`config.mk`:
```
export PLATFORM = sky130hd
export DESIGN_NAME = tmrm_regs
export DESIGN_NICKNAME = d
export VERILOG_FILES = /design/src/verilog/tmrm_pkg.sv /design/src/verilog/tmrm_regs.sv
export VERILOG_INCLUDE_DIRS = /design/src /design/src/verilog
export SDC_FILE = /design/constraint.sdc
export NUM_CORES = 1
export LEC_CHECK = 0
export BUFFER_PORTS_ARGS = -buffer_cell sky130_fd_sc_hd__buf_2
export CAP_MARGIN = 15
export CORE_MARGIN = 2
export CORE_UTILIZATION = 30
export CTS_CLUSTER_DIAMETER = 80
export DETAILED_ROUTE_END_ITERATION = 8
export PLACE_DENSITY_LB_ADDON = 0.15
export SLEW_MARGIN = 25
export SYNTH_ARGS = -nofsm -noshare
export SYNTH_HDL_FRONTEND = slang
export SYNTH_SLANG_ARGS = --single-unit
```
`constraint.sdc`:
```
create_clock -name clk -period 5.3 [get_ports clk]
set_input_delay 0.53 -clock clk [delete_from_list [all_inputs] [get_ports clk]]
set_output_delay 0.53 -clock clk [all_outputs]
set_load 0.02 [all_outputs]
```
`src/verilog/tmrm_defs.svh`:
```
// constants of the temperature monitor register bank: addresses, reset values, fields
// assumes inclusion by the bank module only
`ifndef TMRM_DEFS_SVH
`define TMRM_DEFS_SVH

// read addresses
`define TMRM_RD_LT_HI      8'h00
`define TMRM_RD_RT_HI      8'h01
`define TMRM_RD_FLAGS      8'h02
`define TMRM_RD_CFG        8'h03
`define TMRM_RD_RATE       8'h04
`define TMRM_RD_LHL_HI     8'h05
`define TMRM_RD_LLL_HI     8'h06
`define TMRM_RD_RHL_HI     8'h07
`define TMRM_RD_RLL_HI     8'h08
`define TMRM_RD_RT_LO      8'h10
`define TMRM_RD_LT_LO      8'h15
// write addresses
`define TMRM_WR_CFG        8'h09
`define TMRM_WR_RATE       8'h0A
`define TMRM_WR_LHL_HI     8'h0B
`define TMRM_WR_LLL_HI     8'h0C
`define TMRM_WR_RHL_HI     8'h0D
`define TMRM_WR_RLL_HI     8'h0E
`define TMRM_WR_ONE_SHOT   8'h0F
// same address both ways
`define TMRM_RW_RHL_LO     8'h13
`define TMRM_RW_RLL_LO     8'h14
`define TMRM_RW_LHL_LO     8'h16
`define TMRM_RW_LLL_LO     8'h17
`define TMRM_RW_NC         8'h18
`define TMRM_RW_RCRIT      8'h19
`define TMRM_RW_RES        8'h1A

// reset values
`define TMRM_POR_PTR       8'h00
`define TMRM_POR_ZERO      8'h00
`define TMRM_POR_RATE      4'h8
`define TMRM_POR_HIGH_LIM  8'h55
`define TMRM_POR_HIGH_ALT  8'h6E
`define TMRM_POR_RES       2'h0

// field positions and fixed patterns
`define TMRM_CFG_SUPPRESS  7
`define TMRM_CFG_SHUTDOWN  6
`define TMRM_CFG_PINFUNC   5
`define TMRM_CFG_RANGE     2
`define TMRM_RES_FIXED     6'h07
`define TMRM_EXT_OFFSET    12'sh040
`define TMRM_STD_MAX       12'sh07F
`define TMRM_EXT_MAX       12'sh0FF

`endif

```
`src/verilog/tmrm_pkg.sv`:
```
// types shared by the temperature monitor register bank
// assumes tmrm_defs.svh holds the addresses, reset values and fields; this file holds types only
package tmrm_pkg;

    // byte-level requests from the two-wire front end
    typedef struct packed {
        logic       start;     // new transaction begins
        logic       wr_valid;  // host byte received
        logic       rd_req;    // host wants a byte
        logic [7:0] data;      // received byte
    } tmrm_bus_t;

    // one finished conversion from the measurement engine
    typedef struct packed {
        logic        valid;    // one-cycle pulse
        logic [15:0] local_t;  // signed, sixteenths of a degree
        logic [15:0] remote_t; // signed, sixteenths of a degree
        logic [7:0]  flags;    // monitor flags, busy in bit 7
    } tmrm_conv_t;

    // write-side transaction state
    typedef enum logic [1:0] {
        TMRM_W_PTR  = 2'b01,
        TMRM_W_DATA = 2'b10
    } tmrm_wst_t;

endpackage

```
`src/verilog/tmrm_regs.sv`:
```
// register bank of a local and remote temperature monitor behind a byte pointer
// assumes a two-wire front end that delivers bytes and a conversion engine upstream
//
// Behaviour
// - an 8-bit pointer picks the register for each following read or write
// - the first byte of every write transaction loads the pointer
// - pointer clears to zero at reset, so a bare read gives local high byte
// - local result read-only at 00 and 15, both reset to zero
// - remote result read-only at 01 and 10, both reset to zero
// - low bytes hold sixteenths in bits 7:4 for both ranges
// - local low byte truncated to the chosen resolution, unused bits zero
// - flags byte read-only at 02: busy, limit, fault and critical flags
// - config read at 03, written at 09, reset 00, unused bits zero
// - rate read at 04, written at 0A, reset 08, bits 7:4 zero
// - limit high bytes read 05..08, written 0B..0E, low limits reset 00
// - high and critical limits reset to a variant value, 55 or 6E
// - limit low bytes at 13,14,16,17 both ways, bits 7:4 held
// - write-only 0F triggers one conversion; read-only addresses refuse writes
// - non-ideality correction full 8-bit read-write at 18, reset 00
// - remote critical limit read-write at 19 with variant reset value
// - resolution at 1A resets 1C, bits 1:0 writable, 7:2 read 000111
// - extended range adds 64 to high bytes from the next conversion
// - low byte read after its high byte returns the same conversion
`include "tmrm_defs.svh"
`timescale 1ns/10ps
`default_nettype none

module tmrm_regs #(
    parameter logic [7:0] HIGH_LIMIT_POR = `TMRM_POR_HIGH_LIM // variant power-on limit
) (
    input  wire logic                clk,           // 25 MHz device clock
    input  wire logic                reset_n,       // synchronous, active low
    input  wire tmrm_pkg::tmrm_bus_t bus,           // byte requests from front end
    input  wire tmrm_pkg::tmrm_conv_t conv,         // finished conversion
    output logic [7:0]               rd_data,       // byte answered to host
    output logic                     rd_valid,      // rd_data valid, one cycle
    output logic                     alert_suppress_bit,        // config bit 7
    output logic                     shutdown_bit,              // config bit 6
    output logic                     alert_pin_function_select, // config bit 5
    output logic                     range_ext,                 // config bit 2
    output logic [3:0]               conversion_rate_code,      // rate select
    output logic [7:0]               nonideality_code,          // correction factor
    output logic [1:0]               local_resolution_sel,      // local step select
    output logic [47:0]              limits_hi,     // lhl,lll,rhl,rll,rcrit,spare high bytes
    output logic [15:0]              limits_lo,     // lhl,lll,rhl,rll low nibbles
    output logic                     one_shot       // single conversion request pulse
);

    // refuse a power-on limit that no variant has
    if (HIGH_LIMIT_POR != `TMRM_POR_HIGH_LIM
        && HIGH_LIMIT_POR != `TMRM_POR_HIGH_ALT) begin : g_bad_por
        $error("HIGH_LIMIT_POR must be a documented variant value");
    end

    // state
    tmrm_pkg::tmrm_wst_t wst_q, wst_d;
    logic [7:0] ptr_q;
    logic       rd_idx_q;          // second byte of a read transaction
    logic [7:0] lt_hi_q, lt_lo_q, rt_hi_q, rt_lo_q, flags_q;
    logic [3:0] cfg_q;             // suppress, shutdown, pinfunc, range
    logic [3:0] rate_q;
    logic [7:0] lhl_hi_q, lll_hi_q, rhl_hi_q, rll_hi_q, rcrit_q, nc_q;
    logic [3:0] lhl_lo_q, lll_lo_q, rhl_lo_q, rll_lo_q;
    logic [1:0] res_q;
    logic [7:0] snap_lo_q;         // low byte captured with its high byte
    logic       snap_loc_q, snap_rem_q;
    logic [7:0] rd_data_q;
    logic       rd_valid_q, one_shot_q;

    // conversion formatting: clamp to range, offset in extended mode
    function automatic logic [15:0] tmrm_fmt(input logic [15:0] t, input logic ext);
        logic signed [11:0] ip;
        logic signed [11:0] v;
        logic [15:0]        r;
        ip = $signed(t[15:4]);
        // limitation: integer parts of 1984 or more wrap in the 12-bit sum; no diode reads that
        v  = ext ? ip + `TMRM_EXT_OFFSET : ip;
        if (v < 12'sh000) begin
            r = 16'h0000;
        end else if (v > (ext ? `TMRM_EXT_MAX : `TMRM_STD_MAX)) begin
            r = {v[7:0] & 8'h00 | (ext ? 8'hFF : 8'h7F), 8'h00};
        end else begin
            r = {v[7:0], t[3:0], 4'h0};
        end
        return r;
    endfunction

    // resolution mask for the local low byte
    function automatic logic [7:0] tmrm_res_mask(input logic [1:0] res);
        logic [7:0] m;
        unique case (res)
            2'h0: m = 8'h80;
            2'h1: m = 8'hC0;
            2'h2: m = 8'hE0;
            2'h3: m = 8'hF0;
        endcase
        return m;
    endfunction

    // transaction decode
    // writes never increment the pointer; repeated data bytes rewrite one register
    wire        ptr_load = bus.wr_valid && wst_q == tmrm_pkg::TMRM_W_PTR;
    wire        reg_wr   = bus.wr_valid && wst_q == tmrm_pkg::TMRM_W_DATA;
    wire [7:0]  wd       = bus.data;
    wire        we_cfg   = reg_wr && ptr_q == `TMRM_WR_CFG;
    wire        we_rate  = reg_wr && ptr_q == `TMRM_WR_RATE;
    wire        we_lhl   = reg_wr && ptr_q == `TMRM_WR_LHL_HI;
    wire        we_lll   = reg_wr && ptr_q == `TMRM_WR_LLL_HI;
    wire        we_rhl   = reg_wr && ptr_q == `TMRM_WR_RHL_HI;
    wire        we_rll   = reg_wr && ptr_q == `TMRM_WR_RLL_HI;
    wire        we_shot  = reg_wr && ptr_q == `TMRM_WR_ONE_SHOT;
    wire        we_rhl_l = reg_wr && ptr_q == `TMRM_RW_RHL_LO;
    wire        we_rll_l = reg_wr && ptr_q == `TMRM_RW_RLL_LO;
    wire        we_lhl_l = reg_wr && ptr_q == `TMRM_RW_LHL_LO;
    wire        we_lll_l = reg_wr && ptr_q == `TMRM_RW_LLL_LO;
    wire        we_nc    = reg_wr && ptr_q == `TMRM_RW_NC;
    wire        we_rcrit = reg_wr && ptr_q == `TMRM_RW_RCRIT;
    wire        we_res   = reg_wr && ptr_q == `TMRM_RW_RES;
    wire        we_any   = we_cfg | we_rate | we_lhl | we_lll | we_rhl | we_rll | we_shot
                         | we_rhl_l | we_rll_l | we_lhl_l | we_lll_l | we_nc | we_rcrit
                         | we_res;

    // a two-byte read from a result high byte continues with its low byte
    wire        rd_lt_hi = ptr_q == `TMRM_RD_LT_HI && !rd_idx_q;
    wire        rd_rt_hi = ptr_q == `TMRM_RD_RT_HI && !rd_idx_q;
    wire        rd_lt_lo = ptr_q == `TMRM_RD_LT_LO || (ptr_q == `TMRM_RD_LT_HI && rd_idx_q);
    wire        rd_rt_lo = ptr_q == `TMRM_RD_RT_LO || (ptr_q == `TMRM_RD_RT_HI && rd_idx_q);
    wire [7:0]  lt_lo_rd = snap_loc_q ? snap_lo_q : lt_lo_q;
    wire [7:0]  rt_lo_rd = snap_rem_q ? snap_lo_q : rt_lo_q;
    wire [7:0]  cfg_rd   = {cfg_q[3:1], 2'b00, cfg_q[0], 2'b00};

    // read selection; unmapped and write-only addresses answer zero
    wire [7:0]  rd_mux =
        rd_lt_hi                  ? lt_hi_q :
        rd_rt_hi                  ? rt_hi_q :
        rd_lt_lo                  ? lt_lo_rd :
        rd_rt_lo                  ? rt_lo_rd :
        ptr_q == `TMRM_RD_FLAGS   ? flags_q :
        ptr_q == `TMRM_RD_CFG     ? cfg_rd :
        ptr_q == `TMRM_RD_RATE    ? {4'h0, rate_q} :
        ptr_q == `TMRM_RD_LHL_HI  ? lhl_hi_q :
        ptr_q == `TMRM_RD_LLL_HI  ? lll_hi_q :
        ptr_q == `TMRM_RD_RHL_HI  ? rhl_hi_q :
        ptr_q == `TMRM_RD_RLL_HI  ? rll_hi_q :
        ptr_q == `TMRM_RW_RHL_LO  ? {rhl_lo_q, 4'h0} :
        ptr_q == `TMRM_RW_RLL_LO  ? {rll_lo_q, 4'h0} :
        ptr_q == `TMRM_RW_LHL_LO  ? {lhl_lo_q, 4'h0} :
        ptr_q == `TMRM_RW_LLL_LO  ? {lll_lo_q, 4'h0} :
        ptr_q == `TMRM_RW_NC      ? nc_q :
        ptr_q == `TMRM_RW_RCRIT   ? rcrit_q :
        ptr_q == `TMRM_RW_RES     ? {`TMRM_RES_FIXED, res_q} :
                                    8'h00;

    // formatted conversion results, range latched at the conversion itself
    wire [15:0] lt_fmt = tmrm_fmt(conv.local_t, cfg_q[0]);
    wire [15:0] rt_fmt = tmrm_fmt(conv.remote_t, cfg_q[0]);
    wire [7:0]  lt_lo_m = lt_fmt[7:0] & tmrm_res_mask(res_q);

    // write-side state: a new transaction always expects the pointer first
    // a read transaction leaves the write state waiting for a pointer byte
    always_comb begin
        wst_d = wst_q;
        if (bus.start) begin
            wst_d = tmrm_pkg::TMRM_W_PTR;
        end else if (ptr_load) begin
            wst_d = tmrm_pkg::TMRM_W_DATA;
        end
    end

    // pointer, transaction index and the read answer
    always_ff @(posedge clk) begin
        if (!reset_n) begin
            wst_q      <= tmrm_pkg::TMRM_W_PTR;
            ptr_q      <= `TMRM_POR_PTR;
            rd_idx_q   <= 1'b0;
            rd_data_q  <= `TMRM_POR_ZERO;
            rd_valid_q <= 1'b0;
        end else begin
            wst_q      <= wst_d;
            if (ptr_load) begin
                ptr_q <= wd;
            end
            if (bus.start) begin
                rd_idx_q <= 1'b0;
            end else if (bus.rd_req) begin
                rd_idx_q <= 1'b1;
            end
            rd_valid_q <= bus.rd_req;
            if (bus.rd_req) begin
                rd_data_q <= rd_mux;
            end
        end
    end

    // same-conversion guarantee: snapshot low byte at the high-byte read, drop on other read
    always_ff @(posedge clk) begin
        if (!reset_n) begin
            snap_lo_q  <= `TMRM_POR_ZERO;
            snap_loc_q <= 1'b0;
            snap_rem_q <= 1'b0;
        end else if (bus.rd_req) begin
            snap_lo_q  <= rd_lt_hi ? lt_lo_q : rt_lo_q;
            snap_loc_q <= rd_lt_hi;
            snap_rem_q <= rd_rt_hi;
        end
    end

    // results and flags from the conversion engine; the host cannot write them
    always_ff @(posedge clk) begin
        if (!reset_n) begin
            lt_hi_q <= `TMRM_POR_ZERO;
            lt_lo_q <= `TMRM_POR_ZERO;
            rt_hi_q <= `TMRM_POR_ZERO;
            rt_lo_q <= `TMRM_POR_ZERO;
            flags_q <= `TMRM_POR_ZERO;
        end else if (conv.valid) begin
            lt_hi_q <= lt_fmt[15:8];
            lt_lo_q <= lt_lo_m;
            rt_hi_q <= rt_fmt[15:8];
            rt_lo_q <= rt_fmt[7:0];
            flags_q <= conv.flags;
        end
    end

    // control registers; a write to any other address leaves them alone
    always_ff @(posedge clk) begin
        if (!reset_n) begin
            cfg_q  <= 4'h0;
            rate_q <= `TMRM_POR_RATE;
            nc_q   <= `TMRM_POR_ZERO;
            res_q  <= `TMRM_POR_RES;
        end else begin
            if (we_cfg) begin
                cfg_q <= {wd[`TMRM_CFG_SUPPRESS], wd[`TMRM_CFG_SHUTDOWN],
                          wd[`TMRM_CFG_PINFUNC], wd[`TMRM_CFG_RANGE]};
            end
            if (we_rate) begin
                rate_q <= wd[3:0];
            end
            if (we_nc) begin
                nc_q <= wd;
            end
            if (we_res) begin
                res_q <= wd[1:0];
            end
        end
    end

    // limit registers: high limits and the critical limit reset to the variant value
    // the low bytes keep only bits 7:4; the lower nibble reads zero
    always_ff @(posedge clk) begin
        if (!reset_n) begin
            lhl_hi_q <= HIGH_LIMIT_POR;
            rhl_hi_q <= HIGH_LIMIT_POR;
            rcrit_q  <= HIGH_LIMIT_POR;
            lll_hi_q <= `TMRM_POR_ZERO;
            rll_hi_q <= `TMRM_POR_ZERO;
            lhl_lo_q <= 4'h0;
            lll_lo_q <= 4'h0;
            rhl_lo_q <= 4'h0;
            rll_lo_q <= 4'h0;
        end else begin
            if (we_lhl)   lhl_hi_q <= wd;
            if (we_lll)   lll_hi_q <= wd;
            if (we_rhl)   rhl_hi_q <= wd;
            if (we_rll)   rll_hi_q <= wd;
            if (we_rcrit) rcrit_q  <= wd;
            if (we_lhl_l) lhl_lo_q <= wd[7:4];
            if (we_lll_l) lll_lo_q <= wd[7:4];
            if (we_rhl_l) rhl_lo_q <= wd[7:4];
            if (we_rll_l) rll_lo_q <= wd[7:4];
        end
    end

    // one-shot: any data byte written at its address requests one conversion
    always_ff @(posedge clk) begin
        if (!reset_n) begin
            one_shot_q <= 1'b0;
        end else begin
            one_shot_q <= we_shot;
        end
    end

    // outputs straight from flip-flops
    // spare low byte of limits_hi reads zero and pads the vector to six bytes
    assign rd_data                   = rd_data_q;
    assign rd_valid                  = rd_valid_q;
    assign alert_suppress_bit        = cfg_q[3];
    assign shutdown_bit              = cfg_q[2];
    assign alert_pin_function_select = cfg_q[1];
    assign range_ext                 = cfg_q[0];
    assign conversion_rate_code      = rate_q;
    assign nonideality_code          = nc_q;
    assign local_resolution_sel      = res_q;
    assign limits_hi                 = {lhl_hi_q, lll_hi_q, rhl_hi_q, rll_hi_q, rcrit_q, 8'h00};
    assign limits_lo                 = {lhl_lo_q, lll_lo_q, rhl_lo_q, rll_lo_q};
    assign one_shot                  = one_shot_q;

    // checks
    // they watch the bank's registers and outputs; bus and conversion inputs open them and give some expected values
    property p_ptr_load;
        @(posedge clk) disable iff (!reset_n)
        ptr_load && !bus.start |=> ptr_q == $past(bus.data);
    endproperty
    a_ptr_load: assert property (p_ptr_load) else $error("pointer not loaded");

    property p_rd_answer;
        @(posedge clk) disable iff (!reset_n)
        bus.rd_req |=> rd_valid ##1 (!rd_valid || $past(bus.rd_req));
    endproperty
    a_rd_answer: assert property (p_rd_answer) else $error("read answer late");

    property p_lt_read;
        @(posedge clk) disable iff (!reset_n)
        bus.rd_req && ptr_q == `TMRM_RD_LT_HI && !rd_idx_q |=> rd_data == $past(lt_hi_q);
    endproperty
    a_lt_read: assert property (p_lt_read) else $error("local high byte wrong");

    property p_rate_wr;
        @(posedge clk) disable iff (!reset_n)
        we_rate |=> conversion_rate_code == $past(bus.data[3:0]);
    endproperty
    a_rate_wr: assert property (p_rate_wr) else $error("rate not stored");

    property p_ro_write;
        @(posedge clk) disable iff (!reset_n)
        reg_wr && !we_any |=> $stable(cfg_q) && $stable(rate_q) && $stable(nc_q)
                              && $stable(lhl_hi_q) && $stable(res_q);
    endproperty
    a_ro_write: assert property (p_ro_write) else $error("refused write took");

    property p_res_fixed;
        @(posedge clk) disable iff (!reset_n)
        bus.rd_req && ptr_q == `TMRM_RW_RES |=> rd_data[7:2] == 6'b000111;
    endproperty
    a_res_fixed: assert property (p_res_fixed) else $error("resolution pattern");

    property p_one_shot;
        @(posedge clk) disable iff (!reset_n)
        we_shot ##1 !we_shot |-> one_shot ##1 !one_shot;
    endproperty
    a_one_shot: assert property (p_one_shot) else $error("one-shot pulse");

    property p_snap;
        @(posedge clk) disable iff (!reset_n)
        bus.rd_req && rd_lt_lo && snap_loc_q |=> rd_data == $past(snap_lo_q);
    endproperty
    a_snap: assert property (p_snap) else $error("low byte not paired");

    property p_range;
        @(posedge clk) disable iff (!reset_n)
        conv.valid && range_ext && conv.local_t[15:10] == 6'h00
        |=> lt_hi_q == {2'b01, $past(conv.local_t[9:4])};
    endproperty
    a_range: assert property (p_range) else $error("extended offset");

    property p_trunc;
        @(posedge clk) disable iff (!reset_n)
        conv.valid && res_q == 2'h0 |=> lt_lo_q[6:0] == 7'h00;
    endproperty
    a_trunc: assert property (p_trunc) else $error("local low not truncated");

    c_two_byte: cover property (@(posedge clk) disable iff (!reset_n)
        bus.rd_req && rd_lt_hi ##1 bus.rd_req && rd_lt_lo);
    c_cfg_wr:   cover property (@(posedge clk) disable iff (!reset_n) we_cfg);
    c_shot:     cover property (@(posedge clk) disable iff (!reset_n) one_shot);
    c_ro_write: cover property (@(posedge clk) disable iff (!reset_n) reg_wr && !we_any);
    c_ext_conv: cover property (@(posedge clk) disable iff (!reset_n) conv.valid && range_ext);

endmodule // tmrm_regs

`default_nettype wire
```
==> results of run 1 <==
-- logic make-up after synthesis --
group,count (synthesis),synth area share
buffers and inverters,81,0.05317
AND/OR/NAND/NOR,356,0.2669
adder cells (fa/ha/maj),2,0.003568
XOR/XNOR,7,0.008742
AO/OA/AOI/OAI,214,0.2195
multiplexers,46,0.06797
flip-flops,133,0.3797
other,1,0.0005347
-- final cells by class --
cell class | instances | share of cell area
tap | 313 | 0.04654
timing repair buffer | 140 | 0.08416
multi-input combinational | 633 | 0.4767
inverter | 10 | 0.004461
clock inverter | 8 | 0.01472
clock buffer | 23 | 0.05680
sequential | 133 | 0.3166
-- final timing paths --
path / startpoint / endpoint / slack [ns] / cells after the start
worst max-delay path: ptr_q[7] / lhl_hi_q[4] / 2.30 / 6
worst min-delay path: conv[17] / rt_hi_q[5] / 0.36 / 3
worst max register to register: ptr_q[7] / lhl_hi_q[4] / 2.30 / 6
worst min register to register: rt_hi_q[3] / rt_hi_q[3] / 0.47 / 2
-- layer usage --
metal	part of all wire	GRT usage	vias up
met4	0.019	0.06597	0
met1	0.46	0.2908	3181
li1	-	-	3162
met3	0.056	0.04515	35
met5	0	0	-
met2	0.46	0.3429	219
-- synth_stat cells, types with 6 or more instances --
library cell / instances / area, µm²
nand2_1: 145 / 544.3
dfxtp_1: 133 / 2663
a21boi_0: 57 / 427.9
nand3_1: 54 / 270.3
mux2i_1: 42 / 420.4
clkbuf_1: 41 / 153.9
nor2b_1: 35 / 219.0
nor2_1: 34 / 127.6
a21oi_1: 28 / 140.1
o21ai_0: 28 / 140.1
nand2b_1: 21 / 131.4
o211ai_1: 15 / 112.6
buf_2: 13 / 65.06
and3_1: 12 / 75.07
buf_4: 10 / 75.07
inv_1: 10 / 37.54
a21o_1: 9 / 67.56
nand4_1: 7 / 43.79
a32oi_1: 6 / 52.55
-- metrics by stage --
step | cell area, µm² | util | std cells
after CTS | 8409 | 0.3692 | 1260
after global routing | 8414 | 0.3694 | 1260
final | 8414 | 0.3694 | 1260
after global placement | 7805 | 0.3427 | 1229
after detailed placement | 7807 | 0.3428 | 1229
after floorplan | 7039 | - | 847
-- worst min-delay path: stages --
cell and delay, ns:
buf_2 0.07, nor2_1 0.03, o21ai_0 0.12
-- power by group --
part | internal [mW] | leakage (nW) | switching [mW]
clock | 0.773 | 0.289 | 0.459
combinational | 0.0954 | 1.85 | 0.180
sequential | 1.02 | 1.08 | 0.0345
total | 1.89 | 3.22 | 0.673
-- registers in the layout (all words and copies together), names as in the netlist, 8 cells and up --
register,count
rll_hi_q,8
lt_hi_q,8
lll_hi_q,8
rd_data,8
rcrit_q,8
rt_hi_q,8
lhl_hi_q,8
nonideality_code,8
flags_q,8
rhl_hi_q,8
ptr_q,8
==> results.py, run 1 <==
metrics = {
    "drt": {
        "wire_per_inst_um": 20.55,
        "vias": 6597,
        "route.detailed.drc": 0,
        "ant_nets": 0,
        "routed_wl_um": 25890,
        "drt_first_pass_iters": 5,
        "vias_per_cell": 5.236,
        "drt_first_iter_violations": 450,
    },
    "worst_setup_path": {
        "crit_chain": "nor4_4, and2_4, and3_1, and2_1, mux2i_1, nand2_1",
        "critical-path-max-stage-delay_ns": 0.75,
        "crit_type": "reg2reg",
        "slowest_stage": "nor4_4",
        "crit_family": "simple AND/OR/NAND/NOR gates",
        "critPathBufInv": 0,
        "crit_fanout": 11,
        "end_kind": "register",
        "startpoint_type": "register",
        "arrival_ns": 3.30,
        "cp_data_required_time_ns": 5.60,
    },
    "cts": {
        "cts_root_buf": "clkbuf_16",
        "cts_setup_buffers": 0,
        "clock_path_buffers": 2,
        "ctsHtreeMaxLevel": 4,
        "clk_pin_slew_ns": 0.06,
        "cts_tree": "yes",
        "cts_sinks": 133,
        "cts_buffers": 17,
        "clock_latency_ns": 0.44,
        "cts_hold_buf": 0,
        "cts_resized": 0,
    },
    "job": {
        "cap_violations": 0,
    },
    "timing": {
        "setup_slack_ns": 2.304,
        "setup_tns_ns": 0,
        "maxSlewViolCount": 0,
        "fmax_mhz": 333.8,
        "setup_viol": 0,
        "finClkSkew_ns": 0.01118,
        "finalCriticalPeriod_ns": 2.996,
        "maxSlewHeadroom": 0.2363,
        "tightestPinTransition_ns": 1.130,
        "finalHoldViolCount": 0,
        "fin_crit_sh": 0.5653,
        "hold_ws_ns": 0.3593,
        "rsz0062_at_grt": "false",
    },
    "yosys": {
        "avgSynthCellArea_um2": 8.349,
        "synth_edf_count": 0,
        "synthCells": 840,
        "syn_area_um2": 7013,
        "synth_flop_cell": "dfxtp_1",
        "synth_cell_types": 79,
        "postSynth.asyncResetShare": 0,
        "ys_ff_latch": 133,
        "yosys_warnings": 0,
        "ys_seq_area_frac": 0.3797,
    },
    "finish": {
        "area_growth_pct": 19.98,
        "final_common_cell": "nand2_1",
        "layout_common_cells": "145 x nand2_1, 137 x buf_2, 132 x dfxtp_1",
        "fin_nets": 991,
        "multi_input_area_um2": 4011,
        "seqCellArea_um2": 2664,
        "fillers": 2413,
        "diodes": 0,
        "drive_gt1_frac": 0.2165,
    },
    "grt": {
        "grt_max_degree": 60,
        "antenna_found_initial": 0,
        "grt_remaining_overflow": 0,
        "grt_pass1_wl_um": 39580,
        "grt_pass1_vias": 6445,
        "grtUsageTotal": 0.2148,
    },
    "floorplan": {
        "fp-row-count": 55,
        "dieArea_um2": 24620,
        "die_h_um": 156.9,
        "initial_core_util": 0.3079,
        "die_x_um": 156.9,
        "ios": 146,
        "core_area_um2": 22780,
    },
    "power": {
        "cellLeakagePower_nw": 3.219,
        "ir_drop_mv": 0.1620,
        "finalPower_mw": 2.565,
        "p_per_area_nw_per_um2": 304.8,
    },
    "place": {
        "gp_congestion": 0.8712,
        "place.port_buffers": 137,
        "hpwl_um": 19000,
        "place_ws_ns": 2.351,
    },
    "hold_path": {
        "holdCritPathClass": "in2reg",
    },
    "run_status": {
        "status": "finished, final reports clean",
    },
}
(Power assumes the default switching activity.)
==> run 2: changes to the inputs <==
==> constraint.sdc (replaced) <==
create_clock -name clk -period 3 [get_ports clk]
set_input_delay 0.3 -clock clk [delete_from_list [all_inputs] [get_ports clk]]
set_output_delay 0.3 -clock clk [all_outputs]
set_load 0.02 [all_outputs]
==> run 2 against run 1 <==
Combinational power grew 82%. Power grew 82%. Global-route usage shrank 0.14 points. Sequential power grew 76%. Via count grew 1.2%. Sequential share of layout area shrank 0.75 points. Register-to-register slack lost 1.9 ns. Wire length grew 0.32%. Non-clock buffer count grew 21. Sequential cell count is the same. Critical endpoint is now rd_data[3].
==> results.py, run 2 (synthesis gave the netlist of run 1 again) <==
metrics = {
    "run_status": {
        "status": "finished, final reports clean",
    },
    "finish": {
        "area_growth_pct": 22.89,
        "drive_gt1_frac": 0.2343,
        "diodes": 0,
        "final_common_cell": "nand2_1",
        "layout_common_cells": "145 x nand2_1, 137 x buf_2, 132 x dfxtp_1",
        "fin_nets": 1012,
    },
    "floorplan": {
        "die_h_um": 156.9,
        "ios": 146,
        "fp-row-count": 55,
        "initial_core_util": 0.3079,
        "die_x_um": 156.9,
        "dieArea_um2": 24620,
        "core_area_um2": 22780,
    },
    "job": {
        "cap_violations": 0,
    },
    "drt": {
        "top_layer_used": "met4",
        "vias": 6679,
        "wire_per_inst_um": 20.26,
        "met2WireLength_um": 12180,
        "wl_met1_um": 11890,
        "routed_wl_um": 25980,
        "drt_first_iter_violations": 480,
        "drt_first_pass_iters": 5,
        "route.detailed.drc": 0,
        "vias_per_cell": 5.210,
        "ant_nets": 0,
        "dr_wl_met3_um": 1530,
    },
    "power": {
        "p_switching_mw": 1.225,
        "clock_power_share": 0.492,
        "cellLeakagePower_nw": 3.348,
        "intPower_mw": 3.448,
        "ir_drop_mv": 0.2951,
        "p_sw_frac": 0.2621,
        "p_seq_frac": 0.400,
        "p_comb_frac": 0.107,
        "p_per_area_nw_per_um2": 542.2,
    },
    "grt": {
        "antenna_found_initial": 0,
        "grt_pass1_vias": 6372,
        "grt_remaining_overflow": 0,
        "grt_pass1_wl_um": 39320,
        "grt_max_degree": 50,
        "grtUsageTotal": 0.2134,
    },
    "timing": {
        "hold_ws_ns": 0.1339,
        "fin_crit_sh": 0.8788,
        "maxSlewHeadroom": 0.4934,
        "setup_viol": 0,
        "maxSlewViolCount": 0,
        "rsz0062_at_grt": "false",
        "finClkSkew_ns": 0.01106,
        "finalCriticalPeriod_ns": 2.636,
        "fmax_mhz": 379.3,
        "setup_tns_ns": 0,
        "finalHoldViolCount": 0,
        "tightestPinTransition_ns": 0.7599,
        "setup_slack_ns": 0.3637,
    },
    "worst_setup_path": {
        "timing.rr.start": "ptr_q[2]",
        "cp_data_required_time_ns": 3.35,
        "crit_start": "ptr_q[2]",
        "crit_type": "reg2reg",
        "end_kind": "register",
        "startpoint_type": "register",
        "arrival_ns": 2.98,
        "crit_fanout": 14,
    },
    "cts": {
        "cts_hold_buf": 0,
        "cts_root_buf": "clkbuf_16",
        "cts_resized": 0,
        "clock_path_buffers": 2,
        "clk_pin_slew_ns": 0.06,
        "cts_sinks": 133,
        "cts_buffers": 17,
        "clock_latency_ns": 0.43,
        "ctsHtreeMaxLevel": 4,
        "cts_tree": "yes",
        "cts_setup_buffers": 0,
    },
    "place": {
        "gp_congestion": 0.9009,
        "hpwl_um": 19330,
        "place_ws_ns": 0.4876,
        "place.port_buffers": 137,
    },
    "hold_path": {
        "hp-start": "conv[5]",
        "holdCritPathClass": "in2reg",
    },
}
## run 2: cell count changes in the layout (fill, tap and decap cells not counted), sizes merged
cell / change
clkbuf: -3
bufinv: +1
buf: +21
clkinv: +3
## run 2: final timing paths
check	endpoint	slack, ns	cells past startpoint
hold reg to reg	rd_data[1]	0.47	2
hold / removal	flags_q[5]	0.13	3
setup / recovery	rd_data[3]	0.36	6
setup reg to reg	rd_data[3]	0.36	6
## run 2: worst max-delay path, stage by stage (launching register included)
cell and delay, ns:
dfxtp_1 0.48, nor2_1 0.61, nand3_1 0.43, o31ai_1 0.33, a222oi_1 0.16, or3_1 0.36
a31oi_1 0.18
## run 2: final cells by class
cell class	instances	area (µm²)
fill	2372	14160
inverter	10	37.54
sequential	133	2664
clock buffer	20	466.7
timing repair buffer	161	878.3
clock inverter	12	176.4
tap	313	391.6
multi-input combinational	633	4004
## run 2: routing by layer
| layer | track usage | up-vias |
|---|---|---|
| met5 | 0 | - |
| met4 | 0.05985 | 0 |
| met3 | 0.03772 | 28 |
| met2 | 0.3517 | 220 |
| met1 | 0.2865 | 3211 |
| li1 | - | 3220 |
## run 2: power by group through the flow
stage               clock network, mW  logic (mW)  registers (mW)
floorplan                           0       0.356            1.88
global placement                    0       0.497            1.91
detailed placement                  0       0.497            1.91
CTS                              2.34       0.499            1.87
global route                     2.42       0.542            1.88
finish                           2.30       0.501            1.87
## run 2: metrics by stage
step	instances	utilization	power, mW	cell area (µm²)
6_report	1282	0.3784	4.672	8618
5_1_grt	1282	0.3784	4.837	8618
4_1_cts	1282	0.3784	4.712	8618
3_5_place_dp	1250	0.3501	2.406	7975
3_3_place_gp	1250	0.3501	2.408	7975
2_1_floorplan	847	-	2.234	7039
